$ cat config.mk
export PLATFORM = sky130hd
export DESIGN_NAME = pwk_top
export DESIGN_NICKNAME = d
export VERILOG_FILES = /design/src/inc/pwk_pkg.sv /design/src/design/pwk_top.sv
export SDC_FILE = /design/constraint.sdc
export NUM_CORES = 1
export LEC_CHECK = 0
export BUFFER_PORTS_ARGS = -buffer_cell sky130_fd_sc_hd__buf_4
export CORE_UTILIZATION = 35
export DETAILED_ROUTE_END_ITERATION = 8
export PLACE_DENSITY_LB_ADDON = 0.05
export SLEW_MARGIN = 15
export SYNTH_ARGS = -nofsm -noshare
export SYNTH_HDL_FRONTEND = slang
export SYNTH_SLANG_ARGS = --single-unit
$ cat constraint.sdc
create_clock -name clock_i -period 4.8 [get_ports clock_i]
set_clock_uncertainty 0.2 [all_clocks]
set_input_delay 0.96 -clock clock_i [delete_from_list [all_inputs] [get_ports clock_i]]
set_output_delay 0.96 -clock clock_i [all_outputs]
set_load 0.02 [all_outputs]
$ cat src/inc/pwk_pkg.sv
/*
 * Package for the per-port wake event and interrupt summary block.
 * Holds register map, field positions, reset values and carrier structs.
 */
`default_nettype none
package pwk_pkg;
    // Printed offsets are not word multiples: kept as indices, byte address = 4 * index
    localparam int unsigned NUM_PORTS        = 3;
    localparam logic [7:0]  IDX_SR2_TYPE     = 8'h0a;
    localparam logic [7:0]  IDX_WAKE_EVENT   = 8'h13;
    localparam logic [7:0]  IDX_WAKE_ENABLE  = 8'h17;
    localparam logic [7:0]  IDX_INT_SUMMARY  = 8'h1b;
    localparam logic [7:0]  IDX_INT_MASK     = 8'h1f;
    localparam logic [7:0]  IDX_MAC_ADDR_LO  = 8'h30;
    localparam logic [7:0]  IDX_MAC_ADDR_HI  = 8'h31;
    localparam logic [7:0]  IDX_IRQ_STATUS   = 8'h40;
    localparam logic [7:0]  IDX_IRQ_ENABLE   = 8'h41;
    localparam logic [7:0]  IDX_IRQ_CLEAR    = 8'h42;
    // Port field: byte address bits [13:12] hold port number 1..3
    localparam int unsigned PORT_LSB         = 12;
    localparam int unsigned IDX_LSB          = 2;
    localparam logic [15:0] SR2_TYPE_RESET   = 16'h88b5;
    localparam int unsigned BIT_WAKE_FRAME   = 2;
    localparam int unsigned BIT_LINK_UP      = 1;
    localparam int unsigned BIT_ENERGY       = 0;
    localparam int unsigned BIT_TS_INT       = 2;
    localparam int unsigned BIT_PHY_INT      = 1;
    localparam int unsigned BIT_FILTER_INT   = 0;
    localparam logic [2:0]  PHY_PORT_MASK    = 3'h3;
    localparam logic [1:0]  HTRANS_NONSEQ    = 2'h2;

    typedef struct packed {
        logic       wake_frame;
        logic [47:0] dest_addr;
        logic       link_up;
        logic       energy;
        logic       ts_pending;
        logic       phy_pending;
        logic       filter_irq;
    } pwk_port_ev_s;
endpackage
`default_nettype wire

$ cat src/design/pwk_top.sv
/*
 * Wake event flags, wake pin and interrupt summary for switch ports 1..3,
 * with an AHB-Lite register slave. Assumes event inputs are pulses from
 * logic on clock_i, except the level sources which are synchronised here.
 */
// Notes on behaviour
// - Wake frame counts only if destination matches switch address
// - Wake frame sets event bit 2, software clears
// - PHY link-up sets event bit 1
// - PHY cable energy sets event bit 0
// - Enable bit 2 routes wake frame to pin
// - Enable bit 1 routes link-up to pin
// - Enable bit 0 routes energy to pin
// - Disabled sources never assert pin; enables reset zero
// - PHY port summary bit 1 mirrors PHY pending
// - Filter counter interrupt sets summary bit 0
// - Toggling filter mask bit clears filter status
// - Only unmasked summary sources reach interrupt; reset zero
// - Mask bit zero enables, one disables
`timescale 1ns/1ps
`default_nettype none
module pwk_top (
    input  wire logic                  clock_i,
    input  wire logic                  srst_i,
    input  wire logic                  hsel_i,
    input  wire logic [15:0]           haddr_i,
    input  wire logic [1:0]            htrans_i,
    input  wire logic                  hwrite_i,
    input  wire logic [2:0]            hsize_i,
    input  wire logic [31:0]           hwdata_i,
    input  wire logic                  hready_i,
    input  wire pwk_pkg::pwk_port_ev_s port_ev_i [3],
    output logic      [31:0]           hrdata_o,
    output logic                       hreadyout_o,
    output logic                       hresp_o,
    output logic                       power_mgmt_event_pin_o,
    output logic                       port_irq_o,
    output logic                       irq_o
);
    logic [47:0] mac_addr_q;
    logic [15:0] sr2_type_q [3];
    logic [2:0]  wake_flags_q [3];
    logic [2:0]  wake_en_q [3];
    logic [2:0]  int_mask_q [3];
    logic        filter_st_q [3];
    logic [2:0]  irq_st_q;
    logic [2:0]  irq_en_q;
    logic [2:0]  ts_s1_q;
    logic [2:0]  ts_s2_q;
    logic [2:0]  phy_s1_q;
    logic [2:0]  phy_s2_q;
    logic        wr_pend_q;
    logic [15:0] wr_addr_q;
    logic [2:0]  wake_frame_ok;
    logic [2:0]  pin_d;
    logic [2:0]  sum_int;
    logic [2:0]  port_wr;
    logic [7:0]  wr_idx;
    logic [1:0]  wr_port;
    logic        rd_take;

    function automatic logic [2:0] summary(input logic ts, input logic phy, input logic access_filter, input int p);
        logic [2:0] s;
        s = 3'h0;
        s[pwk_pkg::BIT_TS_INT] = ts & pwk_pkg::PHY_PORT_MASK[p];
        s[pwk_pkg::BIT_PHY_INT] = phy & pwk_pkg::PHY_PORT_MASK[p];
        s[pwk_pkg::BIT_FILTER_INT] = access_filter;
        return s;
    endfunction

    assign wr_idx  = wr_addr_q[pwk_pkg::IDX_LSB +: 8];
    assign wr_port = wr_addr_q[pwk_pkg::PORT_LSB +: 2];
    assign rd_take = hsel_i & hready_i & htrans_i[1] & ~hwrite_i;

    // Level sources cross from PHY and timestamp logic domains
    always_ff @(posedge clock_i)
    begin
        if (srst_i)
        begin
            ts_s1_q  <= 3'h0;
            ts_s2_q  <= 3'h0;
            phy_s1_q <= 3'h0;
            phy_s2_q <= 3'h0;
        end
        else
        begin
            for (int p = 0; p < 3; p++)
            begin
                ts_s1_q[p]  <= port_ev_i[p].ts_pending;
                phy_s1_q[p] <= port_ev_i[p].phy_pending;
            end
            ts_s2_q  <= ts_s1_q;
            phy_s2_q <= phy_s1_q;
        end
    end

    // Write address phase captured, data applied next cycle; zero wait states
    always_ff @(posedge clock_i)
    begin
        if (srst_i)
        begin
            wr_pend_q <= 1'b0;
            wr_addr_q <= 16'h0000;
        end
        else
        begin
            wr_pend_q <= hsel_i & hready_i & htrans_i[1] & hwrite_i;
            wr_addr_q <= haddr_i;
        end
    end

    always_comb
    begin
        for (int p = 0; p < 3; p++)
        begin
            port_wr[p] = wr_pend_q & (wr_port == 2'(p + 1));
            wake_frame_ok[p] = port_ev_i[p].wake_frame & (port_ev_i[p].dest_addr == mac_addr_q);
            // OR of enabled and set flags
            pin_d[p] = |(wake_flags_q[p] & wake_en_q[p]);
            sum_int[p] = |(summary(ts_s2_q[p], phy_s2_q[p], filter_st_q[p], p) & ~int_mask_q[p]);
        end
    end

    always_ff @(posedge clock_i)
    begin
        if (srst_i)
        begin
            mac_addr_q <= 48'h0;
            for (int p = 0; p < 3; p++)
            begin
                sr2_type_q[p] <= pwk_pkg::SR2_TYPE_RESET;
                wake_en_q[p]  <= 3'h0;
                int_mask_q[p] <= 3'h0;
            end
            irq_en_q <= 3'h0;
        end
        else if (wr_pend_q)
        begin
            if (wr_idx == pwk_pkg::IDX_MAC_ADDR_LO)
                mac_addr_q[31:0] <= hwdata_i;
            if (wr_idx == pwk_pkg::IDX_MAC_ADDR_HI)
                mac_addr_q[47:32] <= hwdata_i[15:0];
            if (wr_idx == pwk_pkg::IDX_IRQ_ENABLE)
                irq_en_q <= hwdata_i[2:0];
            for (int p = 0; p < 3; p++)
            begin
                if (port_wr[p] && wr_idx == pwk_pkg::IDX_SR2_TYPE)
                    sr2_type_q[p] <= hwdata_i[15:0];
                // link-up and energy enables only on PHY ports
                if (port_wr[p] && wr_idx == pwk_pkg::IDX_WAKE_ENABLE)
                    wake_en_q[p] <= hwdata_i[2:0] & {1'b1, {2{pwk_pkg::PHY_PORT_MASK[p]}}};
                if (port_wr[p] && wr_idx == pwk_pkg::IDX_INT_MASK)
                    int_mask_q[p] <= hwdata_i[2:0];
            end
        end
    end

    // Flags: set wins over a same-cycle clear
    always_ff @(posedge clock_i)
    begin
        if (srst_i)
        begin
            for (int p = 0; p < 3; p++)
            begin
                wake_flags_q[p] <= 3'h0;
                filter_st_q[p]  <= 1'b0;
            end
        end
        else
        begin
            for (int p = 0; p < 3; p++)
            begin
                logic [2:0] set_v;
                logic [2:0] clr_v;
                set_v = 3'h0;
                set_v[pwk_pkg::BIT_WAKE_FRAME] = wake_frame_ok[p];
                set_v[pwk_pkg::BIT_LINK_UP] = port_ev_i[p].link_up & pwk_pkg::PHY_PORT_MASK[p];
                // cable energy on PHY ports only
                set_v[pwk_pkg::BIT_ENERGY] = port_ev_i[p].energy & pwk_pkg::PHY_PORT_MASK[p];
                clr_v = (port_wr[p] && wr_idx == pwk_pkg::IDX_WAKE_EVENT) ? hwdata_i[2:0] : 3'h0;
                wake_flags_q[p] <= (wake_flags_q[p] & ~clr_v) | set_v;
                if (port_ev_i[p].filter_irq)
                    filter_st_q[p] <= 1'b1;
                else if (port_wr[p] && wr_idx == pwk_pkg::IDX_INT_MASK
                         && hwdata_i[pwk_pkg::BIT_FILTER_INT] != int_mask_q[p][pwk_pkg::BIT_FILTER_INT])
                    filter_st_q[p] <= 1'b0;
            end
        end
    end

    // Sticky per-port summary rise status, write-one clear
    logic [2:0] sum_prev_q;
    always_ff @(posedge clock_i)
    begin
        if (srst_i)
        begin
            irq_st_q   <= 3'h0;
            sum_prev_q <= 3'h0;
        end
        else
        begin
            sum_prev_q <= sum_int;
            irq_st_q   <= (irq_st_q & ~((wr_pend_q && wr_idx == pwk_pkg::IDX_IRQ_CLEAR) ? hwdata_i[2:0] : 3'h0))
                          | (sum_int & ~sum_prev_q);
        end
    end

    always_ff @(posedge clock_i)
    begin
        if (srst_i)
        begin
            power_mgmt_event_pin_o <= 1'b0;
            port_irq_o             <= 1'b0;
            irq_o                  <= 1'b0;
        end
        else
        begin
            // any enabled event flag (wake frame, link-up or energy) drives pin
            power_mgmt_event_pin_o <= |pin_d;
            port_irq_o             <= |sum_int;
            irq_o                  <= |(irq_st_q & irq_en_q);
        end
    end

    // Read data registered; answer in the data phase with no wait
    always_ff @(posedge clock_i)
    begin
        if (srst_i)
            hrdata_o <= 32'h0;
        else if (rd_take)
        begin
            logic [7:0] idx;
            logic [1:0] pn;
            idx = haddr_i[pwk_pkg::IDX_LSB +: 8];
            pn  = haddr_i[pwk_pkg::PORT_LSB +: 2];
            hrdata_o <= 32'h0;
            if (idx == pwk_pkg::IDX_MAC_ADDR_LO)
                hrdata_o <= mac_addr_q[31:0];
            else if (idx == pwk_pkg::IDX_MAC_ADDR_HI)
                hrdata_o <= {16'h0, mac_addr_q[47:32]};
            else if (idx == pwk_pkg::IDX_IRQ_STATUS)
                hrdata_o <= {29'h0, irq_st_q};
            else if (idx == pwk_pkg::IDX_IRQ_ENABLE)
                hrdata_o <= {29'h0, irq_en_q};
            else if (pn != 2'h0)
            begin
                case (idx)
                    pwk_pkg::IDX_SR2_TYPE:    hrdata_o <= {16'h0, sr2_type_q[pn - 2'h1]};
                    pwk_pkg::IDX_WAKE_EVENT:  hrdata_o <= {29'h0, wake_flags_q[pn - 2'h1]};
                    pwk_pkg::IDX_WAKE_ENABLE: hrdata_o <= {29'h0, wake_en_q[pn - 2'h1]};
                    pwk_pkg::IDX_INT_SUMMARY: hrdata_o <= {29'h0, summary(ts_s2_q[pn - 2'h1], phy_s2_q[pn - 2'h1],
                                                           filter_st_q[pn - 2'h1], int'(pn - 2'h1))};
                    pwk_pkg::IDX_INT_MASK:    hrdata_o <= {29'h0, int_mask_q[pn - 2'h1]};
                    default:                  hrdata_o <= 32'h0;
                endcase
            end
        end
    end

    always_ff @(posedge clock_i)
    begin
        if (srst_i)
        begin
            hreadyout_o <= 1'b0;
            hresp_o     <= 1'b0;
        end
        else
        begin
            hreadyout_o <= 1'b1;
            hresp_o     <= 1'b0;
        end
    end

    // a flag with its enable clear cannot raise the pin
    pin_gate_a: assert property (@(posedge clock_i) disable iff (srst_i)
        !(|pin_d) |=> !power_mgmt_event_pin_o) else $error("wake pin without enabled flag");
    addr_match_a: assert property (@(posedge clock_i) disable iff (srst_i)
        port_ev_i[2].wake_frame && port_ev_i[2].dest_addr != mac_addr_q && !wake_flags_q[2][2]
        |=> !wake_flags_q[2][2]) else $error("wake frame flag set on foreign address");
    // matched frame sets flag next cycle
    wake_set_a: assert property (@(posedge clock_i) disable iff (srst_i)
        wake_frame_ok[0] |=> wake_flags_q[0][2]) else $error("wake flag not set");
    // MAC port link-up flag stays clear
    mac_link_a: assert property (@(posedge clock_i) disable iff (srst_i)
        !wake_flags_q[2][1]) else $error("link flag on MAC port");
    energy_set_a: assert property (@(posedge clock_i) disable iff (srst_i)
        port_ev_i[1].energy |=> wake_flags_q[1][0]) else $error("energy flag not set");
    // pin follows enabled flags one cycle later
    pin_follow_a: assert property (@(posedge clock_i) disable iff (srst_i)
        (|pin_d) |=> power_mgmt_event_pin_o) else $error("wake pin missed enabled flag");
    // toggle without event clears filter status
    filter_clr_a: assert property (@(posedge clock_i) disable iff (srst_i)
        port_wr[0] && wr_idx == pwk_pkg::IDX_INT_MASK && hwdata_i[0] != int_mask_q[0][0]
        && !port_ev_i[0].filter_irq |=> !filter_st_q[0]) else $error("filter status not cleared");
    // ones in mask keep pending sources out
    mask_gate_a: assert property (@(posedge clock_i) disable iff (srst_i)
        int_mask_q[0] == 3'h6 && !filter_st_q[0] |-> !sum_int[0])
        else $error("masked source raised interrupt");
endmodule
`default_nettype wire

==> summary.json <==
{
  "slew-limit-headroom": {"value": 31.66, "unit": "%"},
  "syn_avg_cell_area": {"value": 9.478, "unit": "µm²"},
  "asyncSetResetFlopFracSynth": {"value": 0, "unit": "%"},
  "layout.area.seq": {"value": 4424, "unit": "µm²"},
  "ys_seq_area_share": {"value": 47.15, "unit": "%"},
  "gp_routability_congestion": {"value": 0.8805},
  "final_antenna_net_count": {"value": 0},
  "rsz0062_at_grt": {"value": "false"},
  "critical_path_class": {"value": "in -> reg"},
  "die_w": {"value": 165.7, "unit": "µm"},
  "multi_input_area": {"value": 4531, "unit": "µm²"},
  "final.setup.worst_slack": {"value": 1807, "unit": "ps"},
  "final_period_minus_worst_setup_slack": {"value": 2993, "unit": "ps"},
  "totalNegativeSetupSlack": {"value": 0, "unit": "ps"},
  "post-route-drc-count": {"value": 6},
  "routed_length_on_met3": {"value": 2296, "unit": "µm"},
  "n_antenna_cell": {"value": 0},
  "post-place-cells": {"value": 1494},
  "maximum_fanout_along_the_worst_path": {"value": 18},
  "die_outline_area": {"value": 27470, "unit": "µm²"},
  "worstMarginPinSlew": {"value": 1024, "unit": "ps"},
  "met1_length": {"value": 15040, "unit": "µm"},
  "initial_core_utilization": {"value": 35.80, "unit": "%"},
  "finalWirelength": {"value": 33450, "unit": "µm"},
  "crit_chain": {"value": "buf_4 -> inv_1 -> ha_1 -> nor2_1 -> a2111oi_0 -> nor4_1 -> o21ai_0 -> a21oi_1 -> o41ai_1"},
  "clock_tree.htree_level_count": {"value": 4},
  "clkTransAtPathRegs": {"value": 80, "unit": "ps"},
  "route.detailed.vias_per_inst": {"value": 5.185},
  "grt_overflow_total": {"value": 0},
  "synth_area": {"value": 9383, "unit": "µm²"},
  "post-route-cell-area": {"value": 11960, "unit": "µm²"},
  "final-max-slew-violation-count": {"value": 0},
  "fmax": {"value": 334.1, "unit": "MHz"},
  "grt_antenna_before_repair": {"value": 1},
  "failed_checks": {"value": "DRC"},
  "worst_path_largest_cell_delay": {"value": 600, "unit": "ps"},
  "max_cap_viol_count": {"value": 0},
  "launching_instance_or_port_of_the_critical_path": {"value": "haddr_i[12]"},
  "final.period_utilization": {"value": 62.35, "unit": "%"},
  "dpl_cell_area": {"value": 11370, "unit": "µm²"},
  "rr_worst_depth": {"value": 3},
  "grt_usage": {"value": 24.17, "unit": "%"},
  "tritoncts_clock_tree": {"value": "yes"},
  "port-buffer-count": {"value": 241},
  "number_of_enable_flip_flop_cells_after_synthesis": {"value": 66},
  "worst_endpoint_required_time": {"value": 4940, "unit": "ps"},
  "number_of_buffers_created_by_cts": {"value": 17},
  "critPathTopFamily": {"value": "compound AO/OA/AOI/OAI gates"},
  "final_hpwl_dp": {"value": 25690, "unit": "µm"},
  "filler_cell_count": {"value": 2558},
  "wl_met2": {"value": 15510, "unit": "µm"},
  "cts_root_buf": {"value": "clkbuf_16"},
  "ys.warnings.count": {"value": 0},
  "grt_first_pass_wirelength": {"value": 49090, "unit": "µm"},
  "std_cell_rows": {"value": 59},
  "post_layout_nets": {"value": 1399},
  "synthDominantCellAreaShare": {"value": 26.03, "unit": "%"},
  "setup.worst_path.start_class": {"value": "input pin"},
  "worst_hold_startpoint": {"value": "ts_s1_q[1]$_SDFF_PP0_"},
  "power": {"value": 0.003490, "unit": "W"},
  "dpl_worst_slack": {"value": 1365, "unit": "ps"},
  "timing.critical_path.depth": {"value": 9},
  "via_count": {"value": 7913},
  "flow.area_growth_from_synthesis": {"value": 27.42, "unit": "%"},
  "crit_path_top_delay_cell": {"value": "ha_1"},
  "post_synthesis_cell_count": {"value": 990},
  "report.final.hold_viol_count": {"value": 0},
  "run_status": {"value": "complete, but fails checks"},
  "cp-endpoint": {"value": "hrdata_o[1]$_SDFFE_PP0P_"},
  "drt_pass1_iterations": {"value": 7},
  "number_of_global_route_vias_before_repair": {"value": 7983},
  "hold_depth": {"value": 1},
  "synth_flop_cell": {"value": "dfxtp_1"},
  "reg2reg_to": {"value": "sr2_type_q[1][13]$_DFFE_PP_"},
  "wire_per_inst": {"value": 21.92, "unit": "µm"},
  "grt_max_degree": {"value": 51},
  "setup_viol": {"value": 0},
  "drtIter0Drc": {"value": 516},
  "num_io_pins": {"value": 257},
  "cts-hold-fix-buffers": {"value": 0},
  "synth_nets": {"value": 1211},
  "clock_sinks": {"value": 188},
  "ir_drop_worst_vdd": {"value": 0.0002059, "unit": "V"},
  "post-cts-setup-buffers": {"value": 0},
  "post_cts.resized_instances": {"value": 0},
  "arrival": {"value": 3130, "unit": "ps"},
  "yosysTopAreaCell": {"value": "dfxtp_1"},
  "final_layout_size_suffix_gt1_share": {"value": 25.61, "unit": "%"},
  "p_leak": {"value": 4.803, "unit": "nW"},
  "buffer_levels_on_the_longest_clock_path": {"value": 2},
  "fp.coreArea": {"value": 26210, "unit": "µm²"},
  "topRoutingLayerUsed": {"value": "met4"},
  "worst-path-buf-inv": {"value": 2},
  "netlist_top_cells_area": {"value": "dfxtp_1, edfxtp_1, xor2_1"},
  "stdcell_count": {"value": 1526},
  "end_kind": {"value": "flip-flop"},
  "worst_min_path_class": {"value": "reg -> reg"},
  "clk_latency": {"value": 440, "unit": "ps"},
  "rr_startpoint": {"value": "wr_addr_q[4]$_SDFF_PP0_"},
  "die_y": {"value": 165.7, "unit": "µm"},
  "timing.reg2reg.setup_slack": {"value": 1820, "unit": "ps"},
  "powerDensity": {"value": 291.9, "unit": "nW/µm²"},
  "post_synth_num_cell_types": {"value": 65},
  "synth-seq-cells": {"value": 188}
}
worst reg2reg max path, stage by stage, from the launching register on:
cell	delay [ps]
dfxtp_1	360
or4b_1	510
or4_1	670
o21ai_2	860
metrics by stage:
step	hold slack [ps]	util, %
6_report	239.2	45.62
5_1_grt	270.9	45.62
4_1_cts	243.7	45.62
3_5_place_dp	223.4	43.40
3_3_place_gp	226.4	43.40
2_1_floorplan	211.9	-
worst min path at each step:
stage	to	slack, ps
floorplan	wake_flags_q[2][1]$_SDFF_PP0_	210
global placement	phy_s2_q[1]$_SDFF_PP0_	230
detailed placement	ts_s2_q[0]$_SDFF_PP0_	220
CTS	ts_s2_q[1]$_SDFF_PP0_	240
global route	phy_s2_q[0]$_SDFF_PP0_	270
finish	ts_s2_q[1]$_SDFF_PP0_	240
logic make-up (layout without fill, tap and decap cells):
logic type,count (synthesis),in the layout,synth area share [%]
AO/OA/AOI/OAI,171,171,11.51
XOR/XNOR,131,131,12.23
multiplexers,61,61,6.654
AND/OR/NAND/NOR,325,325,17.56
adder cells (fa/ha/maj),1,1,0.1333
buffers and inverters,112,313,4.721
other,1,1,0.03997
flip-flops,188,188,47.15
synth_stat cells (all sizes together), types with 2 or more instances:
library cell,number
nor3b,6
xor2,79
nand4,21
o22ai,7
a21oi,57
a221oi,4
or2,5
o21ai,43
a2111oi,3
or4b,3
or3,17
and2,15
buf,16
nor2,81
a222oi,5
dfxtp,122
nor3,11
nand3,6
inv,29
o221ai,13
and3,2
o211ai,6
a211oi,2
clkbuf,67
xnor2,52
a22oi,20
edfxtp,66
nand3b,3
nand2b,6
or4,3
a31oi,2
nor2b,16
mux2i,59
nor4,24
nand2,102
cell type report:
type	count	area share (%)
clock buffers	17	3.558
clock inverters	15	1.298
inverters	29	0.9105
multi-input cells	690	37.90
flip-flops and latches	188	37.01
well taps	335	3.506
repair buffers	252	15.82
placed cells by master, fill, tap and decap left out, types with 3 or more instances in the layout:
cell type,count
nor3b_1,5
o21ai_1,3
nand2_1,102
or2_2,4
edfxtp_1,66
clkbuf_16,17
inv_8,4
and2_1,15
or4_1,3
nor4_1,22
clkinvlp_4,4
nand3_1,6
o211ai_1,6
nand4_1,21
a221oi_1,4
xor2_1,79
clkinv_8,3
nor2b_1,16
nand2b_1,4
o221ai_1,13
a21oi_1,57
nand3b_1,3
mux2i_1,59
o22ai_1,7
a22oi_1,20
or3_1,17
a222oi_1,5
nor3_1,9
buf_4,252
dfxtp_1,122
o21ai_0,38
xnor2_1,52
inv_1,29
nor2_1,80
power by group:
part / total [W] / internal [W] / switching [W]
clock network: 0.00141 / 0.000693 / 0.000713
logic: 0.000380 / 0.000195 / 0.000185
registers: 0.00170 / 0.00168 / 0.0000215
total: 0.00349 / 0.00257 / 0.000919
registers in the layout, summed over array words and instances (netlist names), 3 cells and up:
register	count
mac_addr_q	48
sr2_type_q	48
hrdata_o	32
wr_addr_q	10
int_mask_q	9
wake_flags_q	9
wake_en_q	7
filter_st_q	3
irq_en_q	3
irq_st_q	3
sum_prev_q	3
per-layer routing:
metal | GRT usage [%] | vias to the layer above
li1 | - | 3833
met1 | 31.86 | 3786
met2 | 39.52 | 260
met3 | 6.006 | 34
met4 | 6.298 | 0
met5 | 0 | -
Power figures use the tool's default switching activity.
